File: config.mk
export PLATFORM = sky130hd
export DESIGN_NAME = fast_timer
export DESIGN_NICKNAME = d
export VERILOG_FILES = /design/src/shared/fast_timer_pkg.sv /design/src/fast_timer.sv
export SDC_FILE = /design/constraint.sdc
export NUM_CORES = 1
export LEC_CHECK = 0
export CAP_MARGIN = 20
export CELL_PAD_IN_SITES_DETAIL_PLACEMENT = 1
export CELL_PAD_IN_SITES_GLOBAL_PLACEMENT = 1
export CORE_ASPECT_RATIO = 1.75
export CORE_MARGIN = 5
export CORE_UTILIZATION = 46
export CTS_CLUSTER_SIZE = 24
export DETAILED_ROUTE_END_ITERATION = 8
export DONT_BUFFER_PORTS = 1
export PLACE_DENSITY = 0.85
export REMOVE_ABC_BUFFERS = 1
export SLEW_MARGIN = 20
export SYNTH_ARGS = -nofsm -noshare
export SYNTH_HDL_FRONTEND = slang
export SYNTH_SLANG_ARGS = --single-unit
File: constraint.sdc
create_clock -name i_clk -period 5.1 [get_ports i_clk]
set_input_delay 0.255 -clock i_clk [delete_from_list [all_inputs] [get_ports i_clk]]
set_output_delay 0.255 -clock i_clk [all_outputs]
set_load 0.1 [all_outputs]
File: src/shared/fast_timer_pkg.sv
// Constants for the fast timer with compare units and dead-time pairs.
// Assumes one 100 MHz system clock and a classic Wishbone register port.
`default_nettype none
package fast_timer_pkg;
  localparam int DW = 8;
  localparam int NCH = 3;
  // Register byte offsets
  localparam logic [7:0] ADR_CTRL_A  = 8'h00; // pwm/wave/invert
  localparam logic [7:0] ADR_CTRL_B  = 8'h04; // clock select, clear
  localparam logic [7:0] ADR_COUNTER = 8'h08;
  localparam logic [7:0] ADR_CMP0    = 8'h0c; // channels at 0c,10,14
  localparam logic [7:0] ADR_TOP     = 8'h18;
  localparam logic [7:0] ADR_DEAD    = 8'h1c;
  localparam logic [7:0] ADR_FLAGS   = 8'h20;
  localparam logic [7:0] ADR_PLL     = 8'h24;
  localparam logic [7:0] ADR_FORCE   = 8'h28;
  localparam logic [7:0] ADR_DTPS    = 8'h2c;
  localparam logic [7:0] ADR_STEP    = 8'h04;
  // Field positions
  localparam int B_PWM_EN   = 0;  // ctrl_a
  localparam int B_WAVE0    = 1;  // ctrl_a waveform_mode 2 bits
  localparam int B_INVERT   = 3;  // ctrl_a pwm_invert
  localparam int B_OMODE0   = 4;  // dtps output_mode ch n at bits 8+2n (B_OMODE0 unused)
  localparam int B_PSCLR    = 7;  // ctrl_b prescaler_clear
  localparam int B_ACLK_EN  = 0;  // pll async_clock_enable
  localparam int B_LOWSPD   = 1;  // pll low_speed_select
  localparam int B_LOCKED   = 2;  // pll pll_locked (input)
  localparam int B_OVF      = 3;  // flags overflow_flag
  localparam int PSC_W      = 14;
  localparam int PSC_MAXSEL = 15;
  // Fast clock rates in MHz
  localparam int FAST_MHZ = 64;
  localparam int SLOW_MHZ = 32;
  localparam logic [7:0] RST_VAL = 8'h00;
  localparam logic [7:0] TOP_RST = 8'hff;
  localparam logic [1:0] OM_COMPL = 2'b01;
  localparam logic [1:0] OM_TOGGLE = 2'b01;
  localparam logic [1:0] OM_CLEAR = 2'b10;
  localparam logic [1:0] OM_SET = 2'b11;
  localparam logic [1:0] WM_FAST = 2'b00;
  typedef enum logic [1:0] {
    BUS_IDLE = 2'b00,
    BUS_ACK  = 2'b01
  } bus_state_t;
endpackage : fast_timer_pkg
`default_nettype wire

File: src/fast_timer.sv
// Fast timer: prescaler, 8-bit counter, three compare units, dead time.
// Assumes a classic Wishbone master and a fast clock enable from outside.
//
// Notes on behaviour
// - Counting base is system clock, or fast clock enable when async enabled.
// - Clock select gives base, divides to 1/16384, and stop.
// - Fast clock runs 64 MHz, or 32 MHz with low speed select.
// - Writing prescaler clear resets the prescaler.
// - Each tick the counter clears, increments or decrements per mode.
// - Clock select zero stops; counter stays readable and writable.
// - CPU counter write beats any clear or count that cycle.
// - Equality with compare sets flag on the next tick.
// - Compare flags clear by service or by writing one; overflow flag by writing one.
// - PWM modes buffer compare writes to top/bottom; normal writes direct.
// - Reading compare returns the latest written value.
// - Force strobe acts like a match on waveform only, non-PWM.
// - Counter write blocks compare matches in the next tick.
// - Output mode acts at once; outputs hold over mode changes.
// - Three dead-time generators give complementary pairs, PWM and mode 01.
// - Dead-time prescaler divides tick by 1, 2, 4 or 8.
// - 4-bit down counter delays each rising output by its nibble.
// - Outputs lag waveform by at least one tick.
// - Invert bit inverts both outputs of a dead-time pair only; both high in dead time.
// - Top register sets wrap value in normal and fast PWM.
// - Reset forces every compare output to zero.
`timescale 1ns/1ns
`default_nettype none
module fast_timer (
  input  wire logic       i_clk,
  input  wire logic       i_rst,
  input  wire logic       i_fast_tick,
  input  wire logic       i_pll_locked,
  input  wire logic       i_irq_ack,
  input  wire logic [1:0] i_irq_ack_ch,
  input  wire logic       i_wb_cyc,
  input  wire logic       i_wb_stb,
  input  wire logic       i_wb_we,
  input  wire logic [7:0] i_wb_adr,
  input  wire logic [3:0] i_wb_sel,
  input  wire logic [31:0] i_wb_dat,
  output logic [31:0]     o_wb_dat,
  output logic            o_wb_ack,
  output logic [2:0]      o_cmp_out,
  output logic [2:0]      o_cmp_out_n,
  output logic            o_low_speed
);
  import fast_timer_pkg::*;

  logic [7:0] ctrl_a_q, ctrl_b_q, ctrl_om_q, top_q, top_buf_q, dead_q;
  logic [7:0] count_q, pll_q;
  logic [1:0] dtps_q;
  logic [7:0] cmp_q [NCH];
  logic [7:0] cmp_buf_q [NCH];
  logic [NCH-1:0] flag_q, wave_q;
  logic ovf_q, block_q, dir_down_q;
  logic [PSC_W-1:0] psc_q;
  bus_state_t bus_q;

  // Bus request decode
  logic wr, rd_go, base_tick, tick, pwm_on;
  logic wr_cnt, wr_flags, wr_force, wr_psclr;
  assign rd_go  = i_wb_cyc && i_wb_stb && (bus_q == BUS_IDLE);
  assign wr     = rd_go && i_wb_we && i_wb_sel[0];
  assign wr_cnt   = wr && (i_wb_adr == ADR_COUNTER);
  assign wr_flags = wr && (i_wb_adr == ADR_FLAGS);
  assign wr_force = wr && (i_wb_adr == ADR_FORCE);
  assign wr_psclr = wr && (i_wb_adr == ADR_CTRL_B) && i_wb_dat[B_PSCLR];
  assign pwm_on = ctrl_a_q[B_PWM_EN];

  function automatic logic is_cmp(input logic [7:0] a, input int n);
    is_cmp = (a == ADR_CMP0 + 8'(n) * ADR_STEP);
  endfunction : is_cmp

  // Prescaler base: system clock or fast enable pulse
  assign base_tick = pll_q[B_ACLK_EN] ? i_fast_tick : 1'b1;
  // Divider chain; rollover bits give the power-of-two taps
  always_ff @(posedge i_clk or posedge i_rst) begin
    if (i_rst) begin
      psc_q <= '0;
    end else if (wr_psclr) begin
      psc_q <= '0;
    end else if (base_tick) begin
      psc_q <= psc_q + 1'b1;
    end
  end

  // Tick select: 0 stop, 1 undivided, n divides by 2^(n-1)
  always_comb begin
    logic [3:0] cs;
    cs = ctrl_b_q[3:0];
    if (cs == 4'h0) begin
      tick = 1'b0;
    end else if (cs == 4'h1) begin
      tick = base_tick;
    end else begin
      tick = base_tick && (psc_q[cs-4'd2 +: 1] == 1'b1)
             && (psc_q & ((PSC_W'(1) << (cs - 4'd2)) - PSC_W'(1))) ==
                PSC_W'((PSC_W'(1) << (cs - 4'd2)) - PSC_W'(1));
    end
  end

  // Counter: phase correct mode counts up then down
  logic at_top, at_bot, upd_pt;
  assign at_top = (count_q == top_q);
  assign at_bot = (count_q == RST_VAL);
  assign upd_pt = pwm_on ? (ctrl_a_q[B_WAVE0] ? at_bot : at_top) : 1'b0;
  always_ff @(posedge i_clk or posedge i_rst) begin
    if (i_rst) begin
      count_q <= RST_VAL;
      dir_down_q <= 1'b0;
    end else if (wr_cnt) begin
      count_q <= i_wb_dat[7:0];
    end else if (tick) begin
      if (pwm_on && ctrl_a_q[B_WAVE0]) begin
        if (dir_down_q) begin
          count_q <= count_q - 1'b1;
          if (count_q == 8'h01) dir_down_q <= 1'b0;
        end else if (at_top) begin
          count_q <= count_q - 1'b1;
          dir_down_q <= 1'b1;
        end else begin
          count_q <= count_q + 1'b1;
        end
      end else if (at_top) begin
        count_q <= RST_VAL;
      end else begin
        count_q <= count_q + 1'b1;
      end
    end
  end

  // Block matches in the tick after a counter write
  always_ff @(posedge i_clk or posedge i_rst) begin
    if (i_rst) begin
      block_q <= 1'b0;
    end else if (wr_cnt) begin
      block_q <= 1'b1;
    end else if (tick) begin
      block_q <= 1'b0;
    end
  end

  // Overflow flag on a tick at top (wrap or phase correct turn); write one clears, set wins
  always_ff @(posedge i_clk or posedge i_rst) begin
    if (i_rst) begin
      ovf_q <= 1'b0;
    end else if (tick && at_top && !wr_cnt) begin
      ovf_q <= 1'b1;
    end else if (wr_flags && i_wb_dat[B_OVF]) begin
      ovf_q <= 1'b0;
    end
  end

  // Control registers; output mode applies at once
  always_ff @(posedge i_clk or posedge i_rst) begin
    if (i_rst) begin
      ctrl_a_q  <= RST_VAL;
      ctrl_b_q  <= RST_VAL;
      ctrl_om_q <= RST_VAL;
      dead_q    <= RST_VAL;
      pll_q     <= RST_VAL;
      dtps_q    <= 2'b00;
    end else if (wr) begin
      unique case (i_wb_adr)
        ADR_CTRL_A: ctrl_a_q  <= i_wb_dat[7:0];
        ADR_CTRL_B: ctrl_b_q  <= {1'b0, i_wb_dat[6:0]};
        ADR_DTPS:   ctrl_om_q <= i_wb_dat[15:8];
        ADR_DEAD:   dead_q    <= i_wb_dat[7:0];
        ADR_PLL:    pll_q     <= {6'b0, i_wb_dat[1:0]};
        default:    ;
      endcase
      if (i_wb_adr == ADR_DTPS) dtps_q <= i_wb_dat[1:0];
    end
  end

  // Top register, buffered in PWM modes like the compare registers
  always_ff @(posedge i_clk or posedge i_rst) begin
    if (i_rst) begin
      top_q <= TOP_RST;
      top_buf_q <= TOP_RST;
    end else begin
      if (wr && i_wb_adr == ADR_TOP) begin
        top_buf_q <= i_wb_dat[7:0];
        if (!pwm_on) top_q <= i_wb_dat[7:0];
      end else if (pwm_on && tick && upd_pt) begin
        top_q <= top_buf_q;
      end
    end
  end

  // Per-channel compare, flag and waveform
  for (genvar n = 0; n < NCH; n++) begin : g_ch
    logic match, cmp_wr;
    logic [1:0] om;
    assign om = ctrl_om_q[2*n +: 2];
    assign cmp_wr = wr && is_cmp(i_wb_adr, n);
    assign match = (count_q == cmp_q[n]) && !block_q;
    // Compare buffer: direct in normal mode
    always_ff @(posedge i_clk or posedge i_rst) begin
      if (i_rst) begin
        cmp_q[n] <= RST_VAL;
        cmp_buf_q[n] <= RST_VAL;
      end else if (cmp_wr) begin
        cmp_buf_q[n] <= i_wb_dat[7:0];
        if (!pwm_on) cmp_q[n] <= i_wb_dat[7:0];
      end else if (pwm_on && tick && upd_pt) begin
        cmp_q[n] <= cmp_buf_q[n];
      end
    end
    // Flag set on tick after equality; set beats clear
    always_ff @(posedge i_clk or posedge i_rst) begin
      if (i_rst) begin
        flag_q[n] <= 1'b0;
      end else if (tick && match) begin
        flag_q[n] <= 1'b1;
      end else if ((wr_flags && i_wb_dat[n]) ||
                   (i_irq_ack && i_irq_ack_ch == 2'(n))) begin
        flag_q[n] <= 1'b0;
      end
    end
    // Waveform; force acts only outside PWM and sets no flag
    always_ff @(posedge i_clk or posedge i_rst) begin
      if (i_rst) begin
        wave_q[n] <= 1'b0;
      end else if (pwm_on) begin
        if (tick && match && om != 2'b00) begin
          wave_q[n] <= (om == OM_SET);
        end else if (tick && at_top && !ctrl_a_q[B_WAVE0] && om != 2'b00) begin
          wave_q[n] <= (om != OM_SET);
        end
      end else if ((tick && match) || (wr_force && i_wb_dat[n])) begin
        unique case (om)
          OM_TOGGLE: wave_q[n] <= !wave_q[n];
          OM_CLEAR:  wave_q[n] <= 1'b0;
          OM_SET:    wave_q[n] <= 1'b1;
          default:   wave_q[n] <= wave_q[n];
        endcase
      end
    end
  end

  // Dead-time prescaler by 1,2,4,8
  logic [2:0] dtp_q;
  logic dt_tick;
  always_ff @(posedge i_clk or posedge i_rst) begin
    if (i_rst) begin
      dtp_q <= 3'b000;
    end else if (tick) begin
      dtp_q <= dtp_q + 1'b1;
    end
  end
  assign dt_tick = tick &&
    ((dtp_q & ((3'b001 << dtps_q) - 3'b001)) == ((3'b001 << dtps_q) - 3'b001));

  // Dead-time generators; outputs start low at reset
  for (genvar n = 0; n < NCH; n++) begin : g_dt
    logic [3:0] cnt_q;
    logic prev_q, compl;
    assign compl = pwm_on && (ctrl_om_q[2*n +: 2] == OM_COMPL);
    always_ff @(posedge i_clk or posedge i_rst) begin
      if (i_rst) begin
        cnt_q <= 4'h0;
        prev_q <= 1'b0;
        o_cmp_out[n] <= 1'b0;
        o_cmp_out_n[n] <= 1'b0;
      end else if (tick) begin // output lags waveform a tick
        prev_q <= wave_q[n];
        if (!compl) begin
          o_cmp_out[n] <= wave_q[n];
          o_cmp_out_n[n] <= !wave_q[n];
        end else if (wave_q[n] != prev_q) begin
          cnt_q <= wave_q[n] ? dead_q[7:4] : dead_q[3:0];
          // Both off (or both high when inverted) during dead time
          o_cmp_out[n] <= ctrl_a_q[B_INVERT];
          o_cmp_out_n[n] <= ctrl_a_q[B_INVERT];
        end else if (cnt_q != 4'h0) begin
          if (dt_tick) cnt_q <= cnt_q - 1'b1;
        end else begin
          o_cmp_out[n] <= wave_q[n] ^ ctrl_a_q[B_INVERT];
          o_cmp_out_n[n] <= !wave_q[n] ^ ctrl_a_q[B_INVERT];
        end
      end
    end
  end

  // Wishbone slave: ack one cycle after request, then drop
  always_ff @(posedge i_clk or posedge i_rst) begin
    if (i_rst) begin
      bus_q <= BUS_IDLE;
      o_wb_ack <= 1'b0;
      o_wb_dat <= '0;
      o_low_speed <= 1'b0;
    end else begin
      o_low_speed <= pll_q[B_LOWSPD];
      if (rd_go) begin
        bus_q <= BUS_ACK;
        o_wb_ack <= 1'b1;
        unique case (i_wb_adr)
          ADR_CTRL_A:  o_wb_dat <= {24'h0, ctrl_a_q};
          ADR_CTRL_B:  o_wb_dat <= {24'h0, ctrl_b_q};
          ADR_COUNTER: o_wb_dat <= {24'h0, count_q};
          ADR_TOP:     o_wb_dat <= {24'h0, top_buf_q};
          ADR_DEAD:    o_wb_dat <= {24'h0, dead_q};
          ADR_FLAGS:   o_wb_dat <= {28'h0, ovf_q, flag_q};
          ADR_PLL:     o_wb_dat <= {29'h0, i_pll_locked, pll_q[1:0]};
          ADR_DTPS:    o_wb_dat <= {16'h0, ctrl_om_q, 6'h0, dtps_q};
          default: begin
            o_wb_dat <= '0;
            for (int k = 0; k < NCH; k++) begin
              if (is_cmp(i_wb_adr, k)) o_wb_dat <= {24'h0, cmp_buf_q[k]};
            end
          end
        endcase
      end else begin
        bus_q <= BUS_IDLE;
        o_wb_ack <= 1'b0;
      end
    end
  end
endmodule : fast_timer
`default_nettype wire

* Word level (Yosys, flattened, before mapping) *
Index checks and enable logic that the tools add are counted.

cells by class
  eq/ne operators = 46
  $add $sub $neg = 11
  bitwise operators = 9
  shift operators = 3
  muxes and demuxes = 86
  reductions and logical operators = 111

operators with widths
  operator               count
  $pmux 32 s8            1
  $mux 8                 16
  $mux 32                2
  $mux 1                 50
  $mux 4                 12
  $logic_and 1x1->1      47
  $reduce_bool 2->1      22
  $eq 8x5->1 const B     4
  $eq 8x6->1 const B     4
  $eq 8x8->1             4
  $mux 14                2
  $reduce_and 2->1       12
  $reduce_bool 4->1      6
  $eq 8x4->1 const B     2
  $logic_not 8->1        2
  $add 14x1->14 const B  1
  $and 14x14->14         1
  $eq 14x14->1           1
  $eq 2x2->1 const B     7
  $ne 2x2->1 const B     7
  $shiftx 14x5->1        1
  $shl 1x4->14 const A   1
  $sub 14x1->14 const B  1
  $sub 14x2->14 const B  1
  25 further kinds       59

word-level totals
  word-level logic and storage cells = 308
  register bits after elaboration = 190
  output and inout port bits = 40

* Logic depth before layout (Yosys ltp) *
  word-level depth = 14
  depth in mapped cells = 18
  mapped depth without buffers = 13

* Worst setup path before layout *
Ideal clock, no wire load.

  kind = register -> register
  from = reg ctrl_b_q[1]
  to = reg cmp_q[16] (netlist name)
  data arrival time = 3.577 ns
  stages on the path, launching flop included = 17
  setup time = 0.125 ns
  path slack = 1.398 ns
  buffers on the path = 3
  path through = dfrtp_1 > buf_2 > inv_1 > ha_1 > xnor2_2 > buf_4 > nand3_1 > ha_1 > clkbuf_1 > nor2b_1 > a31oi_1 > o21ai_0 > a211o_1 > nor3_4 > nor2_4 > o22ai_4 > mux2_4

on the way
  word-level cells in the longest chain between the ends = 12

RTL lines
  what                                  RTL line                                              source
  start, declared                       fast_timer.sv:49                                      logic [7:0] ctrl_a_q, ctrl_b_q, ctrl_om_q, top_q, top_buf_q, dead_q;
  start signal, assigned                fast_timer.sv:166                                     ADR_CTRL_B: ctrl_b_q <= {1'b0, i_wb_dat[6:0]};
  $sub 4x2->4                           fast_timer.sv:96, fast_timer.sv:97, fast_timer.sv:98
  $shl 1x4->14                          fast_timer.sv:97, fast_timer.sv:98
  $sub 14x1->14                         fast_timer.sv:97                                      && (psc_q & ((PSC_W'(1) << (cs - 4'd2)) - PSC_W'(1))) ==
  $and 14x14->14                        fast_timer.sv:97
  $eq 14x14->1                          fast_timer.sv:97
  $logic_and 1x1->1                     fast_timer.sv:97
  $mux 1                                fast_timer.sv:93                                      end else if (cs == 4'h1) begin
  $mux 1 *                              fast_timer.sv:91                                      if (cs == 4'h0) begin
  $logic_and 1x1->1 * (2 in a row)      fast_timer.sv:206                                     end else if (pwm_on && tick && upd_pt) begin
  $reduce_bool 2->1 (no source line) *  n/a
  $reduce_and 2->1 (no source line) *   n/a
  end signal, assigned by index         fast_timer.sv:205                                     if (!pwm_on) cmp_q[n] <= i_wb_dat[7:0];
  end signal, assigned by index         fast_timer.sv:207                                     cmp_q[n] <= cmp_buf_q[n];
  end, declared                         fast_timer.sv:52                                      logic [7:0] cmp_q [NCH];

Every way passes the cells marked *; elsewhere a longest branch is shown, timed or not.
A chain may end at the register's enable or synchronous reset.

* Worst setup path in the final report *
  from = reg ctrl_b_q[2]
  to = reg o_cmp_out[0]

on the way
  word-level cells in the longest chain between the ends = 9

RTL lines
  what                                 RTL line                                              source
  $sub 4x2->4                          fast_timer.sv:96, fast_timer.sv:97, fast_timer.sv:98
  $shl 1x4->14                         fast_timer.sv:97, fast_timer.sv:98
  $sub 14x1->14                        fast_timer.sv:97
  $and 14x14->14                       fast_timer.sv:97
  $eq 14x14->1                         fast_timer.sv:97
  $logic_and 1x1->1                    fast_timer.sv:97
  $mux 1                               fast_timer.sv:93
  $mux 1 *                             fast_timer.sv:91
  $reduce_and 2->1 (no source line) *  n/a
  end signal, assigned by index        fast_timer.sv:269                                     o_cmp_out[n] <= wave_q[n];
  end signal, assigned by index        fast_timer.sv:274                                     o_cmp_out[n] <= ctrl_a_q[B_INVERT];
  end signal, assigned by index        fast_timer.sv:279                                     o_cmp_out[n] <= wave_q[n] ^ ctrl_a_q[B_INVERT];
  end, declared                        fast_timer.sv:43                                      output logic [2:0] o_cmp_out,

Marked as above.

==> metrics.md <==
| Metric | Value |
|---|---|
| Tmin final | 4.15 ns |
| Synth cell types | 78 |
| Height of the chip | 203 um |
| Reg2reg setup slack | 0.95 ns |
| Nature of the critical path startpoint | register |
| Crit path max fanout | 17 |
| Routability cong. | 0.868 |
| Final Cell Area | 0.0108 mm^2 |
| Via count | 8199 |
| Total track usage | 27.0% |
| Share of the synthesized area in the top cell type | 39.8% |
| Setup TNS Final | 0 ns |
| Fillers | 2305 |
| Total leakage power | 4.80 nW |
| Unrepaired setup endpoints after global routing | false |
| Clock latency on the worst-skew pair | 0.45 ns |
| Crit Path Class | register to register |
| Initial antenna violation count | 1 |
| Post-synthesis async set-or-reset flop share | 100% |
| Initial DRT Pass Iterations | 5 |
| Cell family with the largest share of critical-path delay | simple AND/OR/NAND/NOR gates |
| Vias in the first global route | 8874 |
| Worst Path Arrival | 4.48 ns |
| Number of cell rows | 70 |
| Sequential cell area | 0.00432 mm^2 |
| Number of synthesized flops with an enable pin | 0 |
| Ports | 94 |
| Cell Area, Synth | 0.00981 mm^2 |
| DP Wirelength | 23.0 mm |
| Clock slew at reported path FFs | 0.07 ns |
| Hold_ws | 0.00726 ns |
| Routed len/inst | 26.3 um |
| Part of the cycle the worst path needs | 81.4% |
| Initial DRC count | 715 |
| Ys flop type | dfrtp_1 |
| Worst vdd ir | 0.000233 V |
| Post-CTS sizing | 0 |
| Fin. max-slew vios | 0 |
| Crit path cell chain | inv_1 > ha_1 > xnor2_2 > nand3_1 > ha_1 > and2_1 > o21ai_0 > a211oi_1 > a211o_1 > nor3_4 > buf_4 > or2_1 > buf_12 > o21ai_1 > mux2_1 |
| Die area | 0.0245 mm^2 |
| Largest cells by area after synthesis | dfrtp_1 (40%), mux2_2 (8.3%), dfstp_2 (4.3%) |
| Crit path largest cell delay | 0.54 ns |
| Ys Warns | 0 |
| Clock sink count | 172 |
| Max cap viols | 0 |
| Core box area | 0.0209 mm^2 |
| Post-CTS setup buffers | 0 |
| Post-Synthesis Cells | 981 |
| Clock skew | 0.0114 ns |
| Post-synthesis sequential area ratio | 44.1% |
| Number of diodes | 0 |
| NumNets Final | 1053 |
| Slew @ Worst Pin | 1.02 ns |
| Slew headroom | 31.4% |
| Max Freq | 241 MHz |
| CP most frequent cell | ha_1 |
| Synth area leader | dfrtp_1 |
| Port Buffers | 0 |
| Setup WS pre-CTS | 1.01 ns |
| CTS Buffer Depth | 2 |
| Post-synthesis compound-gate area fraction | 15.9% |
| Crit end category | register |
| Final worst slack | 0.947 ns |
| Post-DRT Antenna Nets | 0 |
| Mapped Avg Cell Area | 10.0 um^2 |
| CP max stage cell | xnor2_2 |
| Num CTS Buffers | 17 |
| Clock H-tree levels | 4 |
| Grt total ovfl | 0 |
| CP bufs+invs | 3 |
| Count of final setup violators | 0 |
| Total wire length | 32.8 mm |
| Largest net degree at the start of global routing | 173 |
| CP Data Required Time | 5.43 ns |
| Multi-input logic area | 0.00506 mm^2 |
| Worst hold path type | input port to register |
| Pwr per Cell Area | 364 mW/mm^2 |
| First-pass GRT wire length | 50.5 mm |
| Layout Area Growth over Synthesis | 9.82% |
| Synthesized flop and latch total | 172 |
| Final Hold Fails | 0 |
| Synth Area in Simple Gates | 14.6% |
| Area after DPL | 0.0100 mm^2 |
| DR vias/cell | 6.57 |
| Final Util | 51.5% |
| Die W | 120 um |
| Clk root buf | clkbuf_16 |
| Initial Utilization | 46.9% |
| Layout cells sized above 1 | 17.8% |
| CTS tree | done |
| Hold_buf cts | 18 |
| Main combinational cell family by area after synthesis | compound AO/OA/AOI/OAI gates |
| Status | finished clean |
| Post-Synth XOR/XNOR Area | 4.89% |
| DRC errors left | 0 |
| Adder-Cell Fraction of Synth Area | 2.17% |
| Mux share of post-synthesis cell area | 13.2% |
[registers in the layout (all words and copies together), names as in the netlist, 7 cells and up]
name,count
dead_q,8
cmp_buf_q,24
ctrl_b_q,7
g_dt.cnt_q,12
o_wb_dat,16
ctrl_om_q,8
psc_q,14
cmp_q,24
top_q,8
top_buf_q,8
ctrl_a_q,8
count_q,8
[final timing paths]
check | from | end | cells after the start
worst max-delay path | ctrl_b_q[2] | o_cmp_out[0] | 15
worst min-delay path | i_wb_dat[5] | cmp_buf_q[21] | 1
worst max register to register | ctrl_b_q[2] | o_cmp_out[0] | 15
worst min register to register | dtp_q[2] | dtp_q[2] | 1
max in group asynchronous | i_rst | block_q | 3
min in group asynchronous | i_rst | cmp_buf_q[12] | 3
[kinds of logic (layout without fill, tap and decap cells)]
kind of cell,Yosys count,in the layout
adder cells (fa/ha/maj),17,17
other,1,16
AND/OR/NAND/NOR,299,299
buffers and inverters,111,110
AO/OA/AOI/OAI,220,220
flip-flops,172,172
XOR/XNOR,53,53
multiplexers,108,108
[synth_stat cells, drive strengths merged (17+ instances only)]
library cell	instances
nand2	108
nor2	62
clkbuf	41
dfrtp	156
xnor2	24
nand3	30
xor2	29
a21oi	32
nor3	27
ha	17
a31oi	19
mux2	94
o21ai	56
buf	27
inv	43
[layer usage]
layer	share of wire, %	track usage, %	up-vias
li1	-	-	3514
met1	33	26.4	4162
met2	54	49.7	351
met3	5.1	5.47	172
met4	8.1	19.1	0
met5	0	0	-
[power breakdown]
group	switching, mW	internal [mW]	total [mW]
Clock	0.616	0.685	1.30
Combinational	0.432	0.259	0.691
Sequential	0.458	1.47	1.93
Total	1.51	2.42	3.92
[final cells by class]
class                      instances  share of cell area (%)
clock buffer                      18                    3.98
multi-input combinational        713                    46.9
sequential                       172                    40.1
timing repair buffer              35                    3.21
inverter                          43                    1.54
clock inverter                    14                    1.25
tap                              252                    2.93
[stage by stage]
stage | power (mW) | instances
finish | 3.92 | 1247
global route | 4.07 | 1247
CTS | 3.92 | 1247
detailed placement | 2.58 | 1197
global placement | 2.54 | 1197
floorplan | 2.36 | 928
[cells in the final DEF (no fill, tap or decap), types with 10 or more instances in the layout]
cell / n
nand3_1: 30
nor3_1: 24
dlygate4sd3_1: 18
nand2_1: 108
clkbuf_16: 17
a31oi_1: 19
mux2i_1: 11
dfstp_2: 16
or3_1: 11
o211ai_1: 10
mux2_2: 72
dfrtp_1: 156
nor4_1: 15
ha_1: 17
a22o_1: 10
buf_4: 14
nor2_1: 61
conb_1: 16
a221oi_1: 12
mux2_4: 16
xor2_1: 28
o21ai_0: 51
inv_1: 42
a21oi_1: 31
a22oi_1: 16
xnor2_1: 23
No activity file was read; power rests on OpenSTA's default activity.
